==> config.mk <==
export PLATFORM = sky130hd
export DESIGN_NAME = chs_cop_end_flat
export DESIGN_NICKNAME = d
export VERILOG_FILES = /design/src/shared/chs_pkg.sv /design/src/shared/chs_link_if.sv /design/src/rtl/chs_pair_buf.sv /design/src/rtl/chs_cop_end.sv /design/src/flat_wrapper.sv
export SDC_FILE = /design/constraint.sdc
export NUM_CORES = 1
export LEC_CHECK = 0
export BUFFER_PORTS_ARGS = -buffer_cell sky130_fd_sc_hd__buf_2
export CORE_MARGIN = 4
export CORE_UTILIZATION = 54
export CTS_CLUSTER_DIAMETER = 80
export DETAILED_ROUTE_END_ITERATION = 16
export PLACE_DENSITY = 0.83
export REMOVE_ABC_BUFFERS = 1
export SLEW_MARGIN = 20
export SYNTH_ARGS = -nofsm -noshare
export SYNTH_HDL_FRONTEND = slang
export SYNTH_SLANG_ARGS = --single-unit
==> constraint.sdc <==
create_clock -name clk -period 6.35 [get_ports clk]
set_input_delay 1.905 -clock clk [delete_from_list [all_inputs] [get_ports clk]]
set_output_delay 1.905 -clock clk [all_outputs]
set_load 0.02 [all_outputs]
==> src/shared/chs_pkg.sv <==
// shared constants and types for the coprocessor handshake sequencer
package chs_pkg;

  localparam int unsigned CHS_DW       = 32;
  localparam int unsigned CHS_CW       = 4;
  // address offsets from the instruction address and the transfer step, then reset, count and level values
  localparam logic [31:0] CHS_PC_REQ   = 32'h0000_0008;
  localparam logic [31:0] CHS_PC_NEXT  = 32'h0000_000C;
  localparam logic [31:0] CHS_STEP     = 32'h0000_0004;
  localparam logic [31:0] CHS_ADDR_RST = 32'h0000_0000;
  localparam logic [31:0] CHS_WORD_RST = 32'h0000_0000;
  localparam logic [3:0]  CHS_CNT_ONE  = 4'h1;
  localparam logic [1:0]  CHS_LVL_ZERO = 2'h0;
  localparam logic [1:0]  CHS_LVL_FULL = 2'h2;

  // operation carried beside the coprocessor request
  typedef enum logic [1:0]
  {
    CHS_OP_DATA  = 2'h0,
    CHS_OP_LOAD  = 2'h1,
    CHS_OP_STORE = 2'h2
  } chs_op_t;

  // processor end sequencer states
  typedef enum logic [5:0]
  {
    CHS_C_IDLE  = 6'h01,
    CHS_C_ISSUE = 6'h02,
    CHS_C_WAIT  = 6'h04,
    CHS_C_XFER  = 6'h08,
    CHS_C_FETCH = 6'h10,
    CHS_C_TRAP  = 6'h20
  } chs_cpu_st_t;

  // coprocessor end states
  typedef enum logic [1:0]
  {
    CHS_P_IDLE = 2'h1,
    CHS_P_XFER = 2'h2
  } chs_cop_st_t;

endpackage

==> src/shared/chs_link_if.sv <==
// link between the processor end and the coprocessor end
`timescale 1ns/100ps
interface chs_link_if;
  import chs_pkg::*;

  logic [31:0] addr;
  logic        mem_request_n;
  logic        burst_follow;
  logic        opcode_fetch_n;
  logic        coproc_instr_n;
  logic        write_not_read;
  logic        byte_not_word;
  chs_op_t     op;
  logic        coproc_absent;
  logic        coproc_busy;
  logic [31:0] mem_rdata;
  logic [31:0] coproc_word;
  logic        coproc_word_oe;

  // processor side
  modport cpu
  (
    output addr, mem_request_n, burst_follow, opcode_fetch_n,
    output coproc_instr_n, write_not_read, byte_not_word, op,
    input  coproc_absent, coproc_busy
  );

  // coprocessor side; mem_rdata comes from the memory model
  modport cop
  (
    input  addr, mem_request_n, burst_follow, opcode_fetch_n,
    input  coproc_instr_n, write_not_read, byte_not_word, op,
    input  mem_rdata,
    output coproc_absent, coproc_busy, coproc_word, coproc_word_oe
  );
endinterface

==> src/rtl/chs_pair_buf.sv <==
// two-entry word buffer with valid/ready on both sides
`timescale 1ns/100ps
module chs_pair_buf
  import chs_pkg::*;
(
  input  wire logic              clk,
  input  wire logic              rst_n,
  input  wire logic              in_valid,
  output logic                   in_ready,
  input  wire logic [CHS_DW-1:0] in_data,
  output logic                   out_valid,
  input  wire logic              out_ready,
  output logic [CHS_DW-1:0]      out_data,
  output logic [1:0]             level
);

  typedef struct packed {
    logic [1:0][CHS_DW-1:0] mem;
    logic                   wp;
    logic                   rp;
    logic [1:0]             cnt;
  } chs_buf_t;

  chs_buf_t s_q;
  chs_buf_t s_d;
  logic     push;
  logic     pop;

  ////////////////////////////////////////////////////////////////////////
  // handshakes straight from the fill count
  assign in_ready  = (s_q.cnt != CHS_LVL_FULL);
  assign out_valid = (s_q.cnt != CHS_LVL_ZERO);
  assign out_data  = s_q.mem[s_q.rp];
  assign level     = s_q.cnt;
  assign push      = in_valid & in_ready;
  assign pop       = out_valid & out_ready;

  // pointer and count update; push and pop may share a cycle
  always_comb
  begin
    s_d = s_q;
    if (push)
    begin
      s_d.mem[s_q.wp] = in_data;
      s_d.wp          = ~s_q.wp;
    end
    if (pop)
    begin
      s_d.rp = ~s_q.rp;
    end
    if (push && !pop)
    begin
      s_d.cnt = s_q.cnt + 2'h1;
    end
    else if (pop && !push)
    begin
      s_d.cnt = s_q.cnt - 2'h1;
    end
  end

  always_ff @(posedge clk or negedge rst_n)
  begin
    if (!rst_n)
    begin
      s_q <= '0;
    end
    else
    begin
      s_q <= s_d;
    end
  end

endmodule

==> src/rtl/chs_cop_end.sv <==
// coprocessor end: answers requests and moves transfer words
`timescale 1ns/100ps
module chs_cop_end
  import chs_pkg::*;
(
  input  wire logic              clk,
  input  wire logic              rst_n,
  chs_link_if.cop                link,
  input  wire logic [2:0]        supported,
  input  wire logic              can_commit,
  input  wire logic [CHS_CW-1:0] word_count,
  output logic                   dop_go,
  output logic                   ld_valid,
  input  wire logic              ld_ready,
  output logic [CHS_DW-1:0]      ld_data,
  input  wire logic [CHS_DW-1:0] st_data,
  output logic                   st_next
);

  typedef struct packed {
    chs_cop_st_t       st;
    chs_op_t           op;
    logic [CHS_CW-1:0] rem;
    logic [CHS_DW-1:0] word;
  } chs_cop_t;

  chs_cop_t   s_q;
  chs_cop_t   s_d;
  logic       req;
  logic       can;
  logic       rdy;
  logic       commit;
  logic       xfer;
  logic       last;
  logic       push;
  logic       in_ready;
  logic [1:0] level;

  ////////////////////////////////////////////////////////////////////////
  assign req  = !link.coproc_instr_n && (s_q.st == CHS_P_IDLE);
  assign can  = supported[link.op];
  assign xfer = (s_q.st == CHS_P_XFER);
  // loads wait for an empty buffer, since the processor cannot be stalled
  // commit when room
  assign rdy    = can_commit && ((link.op != CHS_OP_LOAD) || (in_ready && level == CHS_LVL_ZERO));
  assign commit = req && can && rdy;
  // the buffer holds two words, so a slow reader shortens the burst
  // count and last flag
  // a waiting word cuts the burst when the reader leaves it standing or the buffer is full
  assign last = (s_q.rem <= CHS_CNT_ONE) ||
                ((s_q.op == CHS_OP_LOAD) && (level != CHS_LVL_ZERO) &&
                 !(ld_ready && (level != CHS_LVL_FULL)));

  // response pins; idle and refusals leave both high
  always_comb
  begin
    link.coproc_absent = 1'b1;
    link.coproc_busy   = 1'b1;
    if (req)
    begin
      link.coproc_absent = ~can;
      link.coproc_busy   = ~commit;
    end
    else if (xfer)
    begin
      link.coproc_absent = last;
      link.coproc_busy   = last;
    end
  end

  assign push                = xfer && (s_q.op == CHS_OP_LOAD);
  assign link.coproc_word_oe = xfer && (s_q.op == CHS_OP_STORE);
  assign link.coproc_word    = s_q.word;
  assign dop_go              = commit && (link.op == CHS_OP_DATA);
  assign st_next             = (commit && link.op == CHS_OP_STORE) || (link.coproc_word_oe && !last);

  ////////////////////////////////////////////////////////////////////////
  // sequencing; a zero word count still moves one word
  always_comb
  begin
    s_d = s_q;
    if (st_next)
    begin
      s_d.word = st_data;
    end
    if (commit && link.op != CHS_OP_DATA)
    begin
      s_d.st  = CHS_P_XFER;
      s_d.op  = link.op;
      s_d.rem = word_count;
    end
    else if (xfer)
    begin
      s_d.rem = s_q.rem - CHS_CNT_ONE;
      if (last)
      begin
        s_d.st = CHS_P_IDLE;
      end
    end
  end

  always_ff @(posedge clk or negedge rst_n)
  begin
    if (!rst_n)
    begin
      s_q <= '{st: CHS_P_IDLE, op: CHS_OP_DATA, rem: '0, word: CHS_WORD_RST};
    end
    else
    begin
      s_q <= s_d;
    end
  end

  // incoming words wait here for the user side
  chs_pair_buf u_buf
  (
    .clk       (clk),
    .rst_n     (rst_n),
    .in_valid  (push),
    .in_ready  (in_ready),
    .in_data   (link.mem_rdata),
    .out_valid (ld_valid),
    .out_ready (ld_ready),
    .out_data  (ld_data),
    .level     (level)
  );

endmodule

==> src/flat_wrapper.sv <==
// flat-port wrapper written by rule: the top's interface ports become plain ports
module chs_cop_end_flat import chs_pkg::*;
  (clk, rst_n, supported, can_commit, word_count, dop_go, ld_valid, ld_ready, ld_data, st_data, st_next, link_addr, link_mem_request_n, link_burst_follow, link_opcode_fetch_n, link_coproc_instr_n, link_write_not_read, link_byte_not_word, link_op, link_mem_rdata, link_coproc_absent, link_coproc_busy, link_coproc_word, link_coproc_word_oe);
  chs_link_if link_i ();
  input  wire logic clk;
  input  wire logic rst_n;
  input  wire logic [2:0] supported;
  input  wire logic can_commit;
  input  wire logic [CHS_CW-1:0] word_count;
  output logic dop_go;
  output logic ld_valid;
  input  wire logic ld_ready;
  output logic [CHS_DW-1:0] ld_data;
  input  wire logic [CHS_DW-1:0] st_data;
  output logic st_next;
  input wire logic [$bits(link_i.addr)-1:0] link_addr;
  input wire logic [$bits(link_i.mem_request_n)-1:0] link_mem_request_n;
  input wire logic [$bits(link_i.burst_follow)-1:0] link_burst_follow;
  input wire logic [$bits(link_i.opcode_fetch_n)-1:0] link_opcode_fetch_n;
  input wire logic [$bits(link_i.coproc_instr_n)-1:0] link_coproc_instr_n;
  input wire logic [$bits(link_i.write_not_read)-1:0] link_write_not_read;
  input wire logic [$bits(link_i.byte_not_word)-1:0] link_byte_not_word;
  input wire logic [$bits(link_i.op)-1:0] link_op;
  input wire logic [$bits(link_i.mem_rdata)-1:0] link_mem_rdata;
  output wire logic [$bits(link_i.coproc_absent)-1:0] link_coproc_absent;
  output wire logic [$bits(link_i.coproc_busy)-1:0] link_coproc_busy;
  output wire logic [$bits(link_i.coproc_word)-1:0] link_coproc_word;
  output wire logic [$bits(link_i.coproc_word_oe)-1:0] link_coproc_word_oe;
  assign link_i.addr = link_addr;
  assign link_i.mem_request_n = link_mem_request_n;
  assign link_i.burst_follow = link_burst_follow;
  assign link_i.opcode_fetch_n = link_opcode_fetch_n;
  assign link_i.coproc_instr_n = link_coproc_instr_n;
  assign link_i.write_not_read = link_write_not_read;
  assign link_i.byte_not_word = link_byte_not_word;
  assign link_i.op = link_op;
  assign link_i.mem_rdata = link_mem_rdata;
  assign link_coproc_absent = link_i.coproc_absent;
  assign link_coproc_busy = link_i.coproc_busy;
  assign link_coproc_word = link_i.coproc_word;
  assign link_coproc_word_oe = link_i.coproc_word_oe;
  chs_cop_end u_core (.clk(clk), .rst_n(rst_n), .link(link_i), .supported(supported), .can_commit(can_commit), .word_count(word_count), .dop_go(dop_go), .ld_valid(ld_valid), .ld_ready(ld_ready), .ld_data(ld_data), .st_data(st_data), .st_next(st_next));
endmodule
Word-level counts from Yosys, hierarchy flattened

Cells that the tools add are included.

Register bits after elaboration: 108
Input bits: 115
Output and inout port bits: 70
Word-level logic and storage cells: 80

Add/subtract/negate cells: 3
Order comparisons: 5
Equal/unequal tests: 7
Mux-type cells: 17
Bitwise logic cells: 6
Reduce and logical (&&, ||, !) cells: 33

Operators with widths:

| kind                  | number |
|---|---|
| $mux W32              | 3 |
| $bwmux W64            | 1 |
| $demux W32 S1         | 1 |
| $logic_and A1 B1 Y1   | 17 |
| $mux W2               | 5 |
| $reduce_bool A2 Y1    | 5 |
| $mux W4               | 2 |
| $eq A2 B2 Y1 const B  | 3 |
| $logic_not A1 Y1      | 5 |
| $eq A2 B1 Y1 const B  | 2 |
| $le A4 B1 Y1 const B  | 1 |
| $logic_not A2 Y1      | 2 |
| $lt A1 B2 Y1 const B  | 2 |
| $mux W1               | 4 |
| $not A1 Y1            | 4 |
| $sub A4 B1 Y4 const B | 1 |
| $logic_or A1 B1 Y1    | 3 |
| $lt A2 B3 Y1 const B  | 1 |
| $add A2 B1 Y2 const B | 1 |
| $and A1 B1 Y1         | 2 |
| $bmux W1 S2           | 1 |
| $ne A2 B1 Y1 const B  | 1 |
| $ne A2 B2 Y1 const B  | 1 |
| $reduce_and A2 Y1     | 1 |
| 2 further kinds       | 2 |

Logic depth before layout (Yosys ltp)

Gate-level depths: netlist of run 1.

Word-level depth: 8
Depth in mapped cells: 7
Depth with buffers taken out: 7

Modules after synthesis

A second synthesis of run 1 with hierarchy kept.

Cell total of the unflattened synthesis: 354
Area, all modules: 5373.9 sq um

Modules (own cells, without submodules):

| module       | instances | cells an instance | area an instance (sq um) | seq. area each (sq um) |
|---|---|---|---|---|
| chs_pair_buf | 1         | 191               | 3295.7                   | 1701.6 |
| chs_cop_end  | 1         | 163               | 2078.2                   | 1002.2 |

Least setup slack after synthesis of run 1

Ideal clock, no wire load.

Path type: input -> output
From: input link_op[1]
To: output dop_go
Arrival: 3.030 ns
Data required time: 4.445 ns
Slack: 1.415 ns
Stages on the path: 5
Buffers on the path: 1
Cell sequence: buf_2 -> mux2i_1 -> o22a_1 -> nand2b_1 -> nor3_1

Longest elaborated chain between the ends: 5
Elaborated cells on any way between the ends: 9
Those cells by class: eq/ne (1); mux (2); reduce/logical (6)

RTL lines:

| item                                                                       | line                                 | text |
|---|---|---|
| start, declared                                                            | flat_wrapper.sv:23                   | `input wire logic [$bits(link_i.op)-1:0] link_op;` |
| $bmux W1 S2 / $ne A2 B1 Y1 (equally long branches)                         | chs_cop_end.sv:41, chs_cop_end.sv:45 |  |
| $mux W1 (implied by the code) / $logic_or A1 B1 Y1 (equally long branches) | chs_cop_end.sv:41, chs_cop_end.sv:45 |  |
| $logic_and A1 B1 Y1, on equally long branches                              | chs_cop_end.sv:46, chs_cop_end.sv:45 |  |
| $logic_and A1 B1 Y1                                                        | chs_cop_end.sv:46                    | `assign commit = req && can && rdy;` |
| $logic_and A1 B1 Y1 *                                                      | chs_cop_end.sv:74                    | `assign dop_go = commit && (link.op == CHS_OP_DATA);` |
| end, declared                                                              | flat_wrapper.sv:10                   | `output logic dop_go;` |

Every way passes the cells marked *; elsewhere a longest branch is shown, timed or not. The select of a mux whose other input is x is not followed.

Worst setup path after layout of run 1

From: input ld_ready
To: output link_coproc_busy

Longest elaborated chain between the ends: 6

RTL lines:

| item                | line               | text |
|---|---|---|
| start, declared     | flat_wrapper.sv:12 | `input wire logic ld_ready;` |
| $logic_and A1 B1 Y1 | chs_cop_end.sv:52  | `!(ld_ready && (level != CHS_LVL_FULL)));` |
| $logic_not A1 Y1    | chs_cop_end.sv:52  |  |
| $logic_and A1 B1 Y1 | chs_cop_end.sv:51  | `((s_q.op == CHS_OP_LOAD) && (level != CHS_LVL_ZERO) &&` |
| $logic_or A1 B1 Y1  | chs_cop_end.sv:50  | `assign last = (s_q.rem <= CHS_CNT_ONE) \|\|` |
| $mux W1             | chs_cop_end.sv:64  | `else if (xfer)` |
| $mux W1             | chs_cop_end.sv:59  | `if (req)` |
| end, declared       | flat_wrapper.sv:26 | `output wire logic [$bits(link_i.coproc_busy)-1:0] link_coproc_busy;` |

Every way passes these cells.

==> summary.txt, run 1 <==
Cells and area
  – Fin area: 5840 um^2
  – Area growth syn-to-layout: 15.0%
  – N_diodes: 0
  – Layout cells sized above 1: 64.6%
  – Nets@finish: 582
  – Final Core Density: 63.5%

Clock network
  – Postcts setup bufs: 0
  – Clock latency on the worst-skew pair: 360 ps
  – Clock sinks: 108
  – Cts bufs inserted: 9
  – Clock Pin Slew Worst Setup and Hold Paths: 100 ps
  – CTS Root Cell: clkbuf_8
  – Max clock buf depth: 2
  – CTS tree: yes
  – H-tree depth: 3
  – Post-cts hold buffer count: 0
  – Post-CTS sizing: 0

Global routing
  – First-pass GRT wire length: 16200 um
  – Vias in the first global route: 3347
  – GRT Resource Usage Total: 18.4%
  – Initial antenna violation count: 0
  – Largest net degree at the start of global routing: 60
  – Overflow left after global routing: 0

Yosys
  – Synth unique cells: 38
  – Ys async rst share: 100%
  – Synthesized area: 5080 um^2
  – Avg Cell Area, Syn: 14.6 um^2
  – Synth warn: 0
  – Seq/Total Area, Yosys: 53.3%
  – Syn Inst Count: 348
  – Post-synth EDFFs: 0
  – Ys flop type: dfrtp_1
  – Yosys reg bits: 108

Hold path
  – Worst hold endpoint: u_core.u_buf.s_q[10]
  – Hold Crit Depth: 1
  – HP Class: flip-flop to flip-flop
  – Worst hold start: u_core.u_buf.s_q[10]

Die
  – Starting density of the core: 55.2%
  – I/O pins: 185
  – Core ar.: 9200 um^2
  – Die X: 105 um
  – Die ar.: 11000 um^2
  – Height of the die: 105 um
  – Rows: 35

STA
  – Fmax: 0.202 GHz
  – Final WS setup: 1390 ps
  – RSZ-0062 raised after global routing: no
  – Final Hold Vio Count: 0
  – Period utilisation layout: 78.0%
  – Skew final: 11.4 ps
  – Slew Limit Headroom: 43.5%
  – Worst slew pin tran: 841 ps
  – Hold slack final: 494 ps
  – Setup TNS: 0 ps
  – Tmin final: 4960 ps
  – Count of pins over their slew limit: 0
  – Final setup viols: 0

Drt
  – Drt initial violations: 57
  – Routed WL: 9730 um
  – ANT nets after route: 0
  – Drt drc: 0
  – DR vias: 3047
  – Routed WL per cell: 16.8 um
  – DRT Pass-1 Iters: 4
  – Vias per Instance: 5.25

Pwr
  – Reg power frac: 59.8%
  – Combinational share of power: 7.7%
  – Leak: 3.00 nW
  – P per Cell Area: 206 nW/um^2
  – P_int: 0.905 mW
  – Clk pwr share: 32.5%
  – Peak supply drop: 0.116 mV
  – Net Sw Power: 0.298 mW
  – Switching part of the total: 24.8%

Setup path
  – Crit Path Category: input port to primary output
  – Reg2Reg Launch Point: u_core.s_q[32]
  – Setup crit end kind: primary output
  – Crit-path max FO: 4
  – FF-to-FF End: u_core.link.coproc_word[13]
  – CP Data Required Time: 4450 ps
  – R2r setup slk: 4020 ps
  – Crit path DAT: 3050 ps
  – Reg2Reg Depth: 7
  – CP startpoint kind: input port

Placed design
  – Pre-CTS WS: 1430 ps
  – I/O Buffers: 147
  – Detailed-placement wirelength estimate: 7140 um
  – Placer Congestion: 0.779
  – Placed standard-cell area: 5660 um^2

Run
  – Max-Cap Viols: 0

Outcome
  – Status: finished clean
-- layer usage --
layer / part of all wire [%] / global-route usage, %
met1: 43 / 23.4
met5: 0 / 0
met4: 1.1 / 5.90
met3: 7.9 / 5.25
met2: 47 / 30.3
-- cell usage in the layout (no fill, tap or decap), types with 5 or more instances in the layout --
master	synthesis	final
buf_2	7	146
mux2_4	29	29
nand2_1	5	5
nand2b_1	5	5
clkbuf_8	0	9
inv_1	5	5
dfrtp_1	107	107
mux2_2	98	98
buf_4	32	6
nor2_1	8	8
-- cell usage after synthesis (2+ instances only) --
cell type,count,area (um^2)
nor2_1,8,30.0
nand2b_1,5,31.3
clkbuf_1,4,15.0
mux2_4,29,435
buf_6,4,45.0
nor3b_1,2,15.0
mux2_2,98,1100
nor3_1,3,15.0
o21ai_0,4,20.0
ha_1,3,37.5
xnor2_1,3,26.3
buf_2,7,35.0
xor2_1,4,35.0
buf_4,32,240
inv_1,5,18.8
dfrtp_1,107,2680
mux2_1,4,45.0
a21oi_1,2,10.0
nand2_1,5,18.8
-- per-stage QoR --
stage                     power [mW]  std cells
final                           1.20        580
after global routing            1.26        580
after CTS                       1.22        580
after global placement         0.822        564
after detailed placement       0.827        564
after floorplan                0.769        301
-- power groups by stage --
stage	logic, mW	clock network, mW	registers (mW)
2_1_floorplan	0.0259	0	0.743
3_3_place_gp	0.0908	0	0.731
3_5_place_dp	0.0954	0	0.732
4_1_cts	0.0952	0.406	0.719
5_1_grt	0.103	0.437	0.722
6_report	0.0931	0.391	0.719
-- area by class of cell --
| type | count | area [um^2] |
|---|---|---|
| clock buffers | 10 | 128 |
| clock inverters | 6 | 53.8 |
| fillers | 713 | 3360 |
| inverters | 5 | 18.8 |
| multi-input cells | 188 | 2020 |
| flip-flops and latches | 108 | 2700 |
| well taps | 111 | 139 |
| repair buffers | 152 | 776 |
-- flip-flops by register name, indices dropped and copies added (netlist names) --
register                 count
u_core.u_buf.level           2
u_core.link.coproc_word     32
u_core.u_buf.s_q            66
u_core.s_q                   8
-- worst max path at each step --
stage	startpoint	endpoint	slack, ps
6_report	ld_ready	link_coproc_busy	1390
5_1_grt	ld_ready	link_coproc_absent	1280
4_1_cts	ld_ready	link_coproc_busy	1410
3_5_place_dp	ld_ready	link_coproc_busy	1430
3_3_place_gp	link_op[1]	dop_go	1420
2_1_floorplan	link_op[1]	dop_go	1570
-- critical path, cell delays in order --
cell and delay [ps]:
buf_2 110, and2_1 160, o32ai_1 490, o22a_2 220, buf_2 160
-- cells by family (layout without fill, tap and decap cells) --
kind of cell,after synthesis,after routing,synth area share [%]
flip-flops,108,108,53.3
XOR/XNOR,7,7,1.21
buffers and inverters,52,173,6.97
AND/OR/NAND/NOR,32,32,4.09
adder cells (fa/ha/maj),3,3,0.739
multiplexers,132,132,31.4
AO/OA/AOI/OAI,14,14,2.34
(Power assumes the default switching activity.)
==> inputs of run 2 (changes only) <==
--- a/config.mk
+++ b/config.mk
@@ -7,10 +7,10 @@
 export LEC_CHECK = 0
 export BUFFER_PORTS_ARGS = -buffer_cell sky130_fd_sc_hd__buf_2
 export CORE_MARGIN = 4
-export CORE_UTILIZATION = 54
+export CORE_UTILIZATION = 50
 export CTS_CLUSTER_DIAMETER = 80
 export DETAILED_ROUTE_END_ITERATION = 16
-export PLACE_DENSITY = 0.83
+export PLACE_DENSITY = 0.78
 export REMOVE_ABC_BUFFERS = 1
 export SLEW_MARGIN = 20
 export SYNTH_ARGS = -nofsm -noshare
==> constraint.sdc (replaced) <==
create_clock -name clk -period 5.2 [get_ports clk]
set_input_delay 1.56 -clock clk [delete_from_list [all_inputs] [get_ports clk]]
set_output_delay 1.56 -clock clk [all_outputs]
set_load 0.02 [all_outputs]
==> run 2 against run 1 <==
Net effect: worst hold slack gained 3.8 ps; flip-flop and latch count is the same; via count shrank 0.79%; sequential power grew 22%; routed wire length grew 1.9%; combinational power grew 22%; clock power grew 43%; first-iteration DRC count grew 95%; power grew 29%; sequential share of layout area shrank 0.63 points; register-to-register slack lost 1200 ps; critical endpoint is now link_coproc_absent; largest cell class unchanged.
==> summary.txt, run 2 (synthesized netlist as in run 1, its figures left out) <==
STA
  – Slew Limit Headroom: 37.5% (-6.0 points)
  – Final WS setup: 953 ps (-441 ps)
  – Worst slew pin tran: 937 ps (+96.1 ps)
  – Setup TNS: 0 ps (unchanged)
  – Period utilisation layout: 81.7%
  – Tmin final: 4250 ps
  – Fmax: 0.235 GHz
  – Skew final: 11.9 ps (+0.472 ps)
  – Count of pins over their slew limit: 0 (unchanged)
  – Final Hold Vio Count: 0 (unchanged)
  – Final setup viols: 0 (unchanged)
  – RSZ-0062 raised after global routing: no

Hold path
  – Worst hold endpoint: u_core.u_buf.s_q[60]
  – HP Class: flip-flop to flip-flop
  – Hold Crit Depth: 1 (unchanged)
  – Worst hold start: u_core.u_buf.s_q[60]

Cells and area
  – FILL cells: 804 (+13%)
  – Area growth syn-to-layout: 16.6%
  – Most flops, register: u_core.u_buf.s_q
  – N_diodes: 0 (unchanged)
  – Commonest cells after routing, fill and taps aside: 146 x buf_2, 107 x dfrtp_1, 98 x mux2_2, 29 x mux2_4, 9 x clkbuf_8
  – Area occupied by multi-input gates: 2020 um^2 (unchanged)
  – Finished Layout Cells: 603 (+4.0%)
  – Layout cells sized above 1: 64.9% (+0.29 points)
  – FF+latch area: 2700 um^2 (unchanged)
  – Max FFs per register: 66 (unchanged)
  – Nets@finish: 583 (+0.17%)
  – Commonest non-fill, non-tap cell in the layout: buf_2
  – Final Core Density: 60.3% (-3.2 points)

Global routing
  – Vias in the first global route: 3253 (-2.8%)
  – Initial antenna violation count: 0 (unchanged)
  – GRT Resource Usage Total: 17.3% (-1.0 points)
  – First-pass GRT wire length: 16000 um (-1.4%)
  – Overflow left after global routing: 0 (unchanged)
  – Largest net degree at the start of global routing: 90 (+50%)

Clock network
  – Clock latency on the worst-skew pair: 360 ps (about the same)
  – CTS Root Cell: clkbuf_8
  – Post-CTS sizing: 0 (unchanged)
  – Postcts setup bufs: 0 (unchanged)
  – Post-cts hold buffer count: 0 (unchanged)
  – Clock Pin Slew Worst Setup and Hold Paths: 100 ps (about the same)
  – H-tree depth: 3 (unchanged)
  – Cts bufs inserted: 9 (unchanged)
  – Max clock buf depth: 2 (unchanged)
  – CTS tree: yes
  – Clock sinks: 108 (unchanged)

Drt
  – Vias per Instance: 5.01 (-4.6%)
  – Drt initial violations: 111 (+95%)
  – Drt drc: 0 (unchanged)
  – DRT Pass-1 Iters: 4 (unchanged)
  – Routed WL per cell: 16.4 um (-2.0%)
  – ANT nets after route: 0 (unchanged)
  – DR vias: 3023 (-0.79%)
  – Routed WL: 9910 um (+1.9%)

Setup path
  – CP top delay family: compound AO/OA/AOI/OAI gates
  – CP startpoint kind: input port
  – Crit-path slowest cell: o32ai_1
  – Crit Path Category: input port to primary output
  – Crit-path max FO: 4 (unchanged)
  – Reg2Reg Launch Point: u_core.u_buf.level[0]
  – R2r setup slk: 2800 ps (-1220 ps)
  – Setup crit end kind: primary output
  – Crit path DAT: 2690 ps (-360 ps)
  – Reg2Reg Depth: 5 (-2)
  – Most frequent CP cell: buf_2
  – Worst path bufs/invs: 2 (unchanged)
  – CP Cell Sequence: buf_2 > and2_1 > o32ai_1 > nor2_1 > a21oi_1 > buf_2
  – CP Data Required Time: 3640 ps (-810 ps)
  – FF-to-FF End: u_core.u_buf.s_q[61]
  – Worst stage delay on the critical path: 470 ps (-20 ps)

Pwr
  – Leak: 3.04 nW (+1.1%)
  – Total power: 1.55 mW (+29%)
  – P per Cell Area: 262 nW/um^2 (+27%)
  – Peak supply drop: 0.174 mV (+50%)

Die
  – Height of the die: 109 um (+3.6%)
  – Die X: 109 um (+3.6%)
  – Die ar.: 11800 um^2 (+7.4%)
  – Core ar.: 9820 um^2 (+6.8%)
  – Starting density of the core: 51.7% (-3.5 points)
  – Rows: 36 (+2.9%)
  – I/O pins: 185 (unchanged)

Placed design
  – Dpl cells: 587 (+4.1%)
  – Placer Congestion: 0.771 (-0.98%)
  – I/O Buffers: 147 (unchanged)
  – Detailed-placement wirelength estimate: 7210 um (+0.98%)
  – Pre-CTS WS: 970 ps (-464 ps)

Run
  – Max-Cap Viols: 0 (unchanged)

Outcome
  – Status: finished clean
-- run 2: cell types whose count changed in the layout (fill, tap and decap cells not counted) --
cell,before,now
buf_6,0,1
bufinv_16,0,2
clkbuf_1,1,0
clkinv_2,0,2
clkinvlp_4,1,0
inv_6,3,1
-- run 2: metrics by stage --
step                hold slack, ps  cell area (um^2)
finish                         498              5920
global route                   523              5920
CTS                            500              5910
detailed placement             475              5690
global placement               464              5690
floorplan                      454              4740
-- run 2: final cells by class --
| type | instances | area share (%) |
|---|---|---|
| sequential | 108 | 45.7 |
| clock inverter | 7 | 1.67 |
| multi-input combinational | 188 | 34.1 |
| inverter | 5 | 0.317 |
| tap | 133 | 2.81 |
| timing repair buffer | 153 | 13.3 |
| clock buffer | 9 | 2.09 |
-- run 2: worst register-to-register path, delay by kind of cell (launching register included) --
kind / cells / cell delay, ps
AND/OR/NAND/NOR: 3 / 1060
flip-flops: 1 / 470
buffers and inverters: 1 / 400
multiplexers: 1 / 370
-- run 2: per-layer routing --
metal / vias up / global-route usage, % / wire, um
li1: 1421 / - / -
met1: 1470 / 22.7 / 4350
met2: 121 / 26.9 / 4460
met3: 11 / 6.22 / 951
met4: 0 / 5.68 / 149
met5: - / 0 / 0
-- run 2: worst max path at each step --
| stage | from | end | slack, ps | cells after the start |
|---|---|---|---|---|
| 2_1_floorplan | u_core.s_q[32] | st_next | 1000 | 5 |
| 3_3_place_gp | link_op[1] | link_coproc_busy | 1000 | 6 |
| 3_5_place_dp | ld_ready | link_coproc_absent | 970 | 6 |
| 4_1_cts | ld_ready | link_coproc_absent | 970 | 6 |
| 5_1_grt | ld_ready | link_coproc_absent | 850 | 6 |
| 6_report | ld_ready | link_coproc_absent | 950 | 6 |
-- run 2: power by group --
group | internal [mW] | leakage, nW | switching [mW]
sequential | 0.864 | 1.35 | 0.0133
combinational | 0.0564 | 1.57 | 0.0580
clock | 0.276 | 0.115 | 0.284
total | 1.20 | 3.04 | 0.356
==> inputs of run 3 (changes only) <==
--- a/config.mk
+++ b/config.mk
@@ -7,10 +7,10 @@
 export LEC_CHECK = 0
 export BUFFER_PORTS_ARGS = -buffer_cell sky130_fd_sc_hd__buf_2
 export CORE_MARGIN = 4
-export CORE_UTILIZATION = 50
+export CORE_UTILIZATION = 45
 export CTS_CLUSTER_DIAMETER = 80
 export DETAILED_ROUTE_END_ITERATION = 16
-export PLACE_DENSITY = 0.78
+export PLACE_DENSITY = 0.74
 export REMOVE_ABC_BUFFERS = 1
 export SLEW_MARGIN = 20
 export SYNTH_ARGS = -nofsm -noshare
==> constraint.sdc (replaced) <==
create_clock -name clk -period 3.9 [get_ports clk]
set_input_delay 1.17 -clock clk [delete_from_list [all_inputs] [get_ports clk]]
set_output_delay 1.17 -clock clk [all_outputs]
set_load 0.02 [all_outputs]
==> run 3 against run 2 <==
Net effect: clock skew down 5.8 ps; sequential power up 33%; first-iteration DRC count down 2.7%; clock-buffer cell count up 2; largest power group unchanged.
==> summary.txt, run 3 (synthesized netlist as in run 1, its figures left out) <==
Cells and area
  – Area growth syn-to-layout: 19.0%
  – Nets@finish: 583 (unchanged)
  – Layout cells sized above 1: 64.6% (-0.29 points)
  – Max FFs per register: 66 (unchanged)
  – Commonest cells after routing, fill and taps aside: 146 x buf_2, 107 x dfrtp_1, 98 x mux2_2, 29 x mux2_4, 9 x clkbuf_16
  – N_diodes: 0 (unchanged)
  – Fin area: 6040 um^2 (+2.1%)
  – Finished Layout Cells: 609 (+1.0%)
  – FF+latch area: 2700 um^2 (unchanged)
  – Final Core Density: 55.2% (-5.0 points)
  – Area occupied by multi-input gates: 2020 um^2 (unchanged)
  – Most flops, register: u_core.u_buf.s_q
  – Commonest non-fill, non-tap cell in the layout: buf_2
  – FILL cells: 885 (+10%)

Clock network
  – H-tree depth: 3 (unchanged)
  – CTS tree: yes
  – Clock Pin Slew Worst Setup and Hold Paths: 60 ps (-40 ps)
  – Postcts setup bufs: 0 (unchanged)
  – Post-CTS sizing: 0 (unchanged)
  – Clock latency on the worst-skew pair: 330 ps (-30 ps)
  – CTS Root Cell: clkbuf_16
  – Max clock buf depth: 2 (unchanged)
  – Cts bufs inserted: 9 (unchanged)
  – Clock sinks: 108 (unchanged)
  – Post-cts hold buffer count: 0 (unchanged)

STA
  – RSZ-0062 raised after global routing: no
  – Slew Limit Headroom: 37.1% (-0.47 points)
  – Final setup viols: 0 (unchanged)
  – Setup TNS: 0 ps (unchanged)
  – Count of pins over their slew limit: 0 (unchanged)
  – Hold slack final: 474 ps (-24.1 ps)
  – Period utilisation layout: 87.5%
  – Final Hold Vio Count: 0 (unchanged)
  – Fmax: 0.293 GHz
  – Worst slew pin tran: 944 ps (+7.00 ps)
  – Tmin final: 3410 ps
  – Skew final: 6.07 ps (-5.79 ps)

Global routing
  – GRT Resource Usage Total: 15.2% (-2.1 points)
  – Largest net degree at the start of global routing: 79 (-12%)
  – Initial antenna violation count: 0 (unchanged)
  – Vias in the first global route: 3325 (+2.2%)
  – Overflow left after global routing: 0 (unchanged)
  – First-pass GRT wire length: 15800 um (-1.1%)

Die
  – Die ar.: 13000 um^2 (+10%)
  – Core ar.: 10900 um^2 (+11%)
  – Starting density of the core: 46.4% (-5.3 points)
  – Die X: 114 um (+5.0%)
  – Height of the die: 114 um (+5.0%)
  – Rows: 38 (+5.6%)
  – I/O pins: 185 (unchanged)

Pwr
  – Reg power frac: 50.1% (-6.4 points)
  – Leak: 3.08 nW (+1.5%)
  – Clk pwr share: 43.5% (+7.4 points)
  – P per Cell Area: 387 nW/um^2 (+48%)
  – Net Sw Power: 0.468 mW (+31%)
  – Peak supply drop: 0.249 mV (+43%)
  – Switching part of the total: 20.0% (-2.9 points)
  – P_int: 1.87 mW (+56%)
  – Combinational share of power: 6.5% (-0.9 points)

Hold path
  – HP Class: flip-flop to flip-flop

Drt
  – DR vias: 3013 (-0.33%)
  – ANT nets after route: 0 (unchanged)
  – Routed WL per cell: 15.8 um (-3.7%)
  – Routed WL: 9640 um (-2.7%)
  – Vias per Instance: 4.95 (-1.3%)
  – Drt initial violations: 108 (-2.7%)
  – DRT Pass-1 Iters: 4 (unchanged)
  – Drt drc: 0 (unchanged)

Setup path
  – CP Cell Sequence: buf_2 > and2_1 > o32ai_1 > nor2_1 > a21oi_1 > buf_2
  – Crit-path slowest cell: o32ai_1
  – Crit-path max FO: 4 (unchanged)
  – CP startpoint kind: input port
  – Crit Path Category: input port to primary output
  – Most frequent CP cell: buf_2
  – CP Data Required Time: 2730 ps (-910 ps)
  – Worst stage delay on the critical path: 440 ps (-30 ps)
  – Crit path DAT: 2240 ps (-450 ps)
  – Setup crit end kind: primary output

Placed design
  – Placer Congestion: 0.721 (-6.5%)
  – Placed standard-cell area: 5700 um^2 (+0.15%)
  – Detailed-placement wirelength estimate: 6840 um (-5.0%)
  – Dpl cells: 594 (+1.2%)
  – I/O Buffers: 147 (unchanged)

Run
  – Max-Cap Viols: 0 (unchanged)

Outcome
  – Status: finished clean
[run 3: cell count changes in the layout (fill, tap and decap cells not counted), sizes merged]
| cell | before | now |
|---|---|---|
| bufinv | 2 | 3 |
| clkbuf | 9 | 11 |
| clkinv | 3 | 0 |
| clkinvlp | 0 | 1 |
| inv | 7 | 5 |
[run 3: final timing paths]
check                                                    to  cells after the start  slack [ps]                start
worst max-delay path                     link_coproc_absent                      6         490             ld_ready
worst min-delay path                    u_core.u_buf.s_q[2]                      1         470  u_core.u_buf.s_q[2]
worst max register to register  u_core.link.coproc_word[12]                      7        1570       u_core.s_q[32]
worst min register to register          u_core.u_buf.s_q[2]                      1         470  u_core.u_buf.s_q[2]
max in group asynchronous              u_core.u_buf.s_q[46]                      2        2120                rst_n
min in group asynchronous               u_core.u_buf.s_q[5]                      1         980                rst_n
[run 3: final cells by class]
cell class	instances	area share [%]
clock buffer	11	4.02
clock inverter	4	1.62
inverter	5	0.311
multi-input combinational	188	33.4
sequential	108	44.8
tap	140	2.90
timing repair buffer	153	13.0
[run 3: per-stage QoR]
step           total power [mW]  worst slack [ps]
6_report                   2.34               486
5_1_grt                    2.43               385
4_1_cts                    2.37               489
3_5_place_dp               1.35               446
3_3_place_gp               1.34               457
2_1_floorplan              1.25              94.3
[run 3: power by group through the flow]
stage,Clock (mW),Combinational [mW],Sequential (mW)
4_1_cts,1.04,0.155,1.17
5_1_grt,1.09,0.168,1.17
2_1_floorplan,0,0.0422,1.21
6_report,1.02,0.151,1.17
3_3_place_gp,0,0.148,1.19
3_5_place_dp,0,0.155,1.19
[run 3: critical path: cells and delay by family]
family / cells / cell delay (ps)
and+or+nand+nor: 2 / 220
AOI/OAI and AO/OA: 2 / 560
buffers and inverters: 2 / 290
[run 3: layer usage]
layer,part of all wire (%),GRT usage [%],vias to the layer above
met2,49,25.1,110
met4,1.7,5.86,0
met3,6.9,3.28,15
li1,-,-,1416
met5,0,0,-
met1,43,19.8,1472
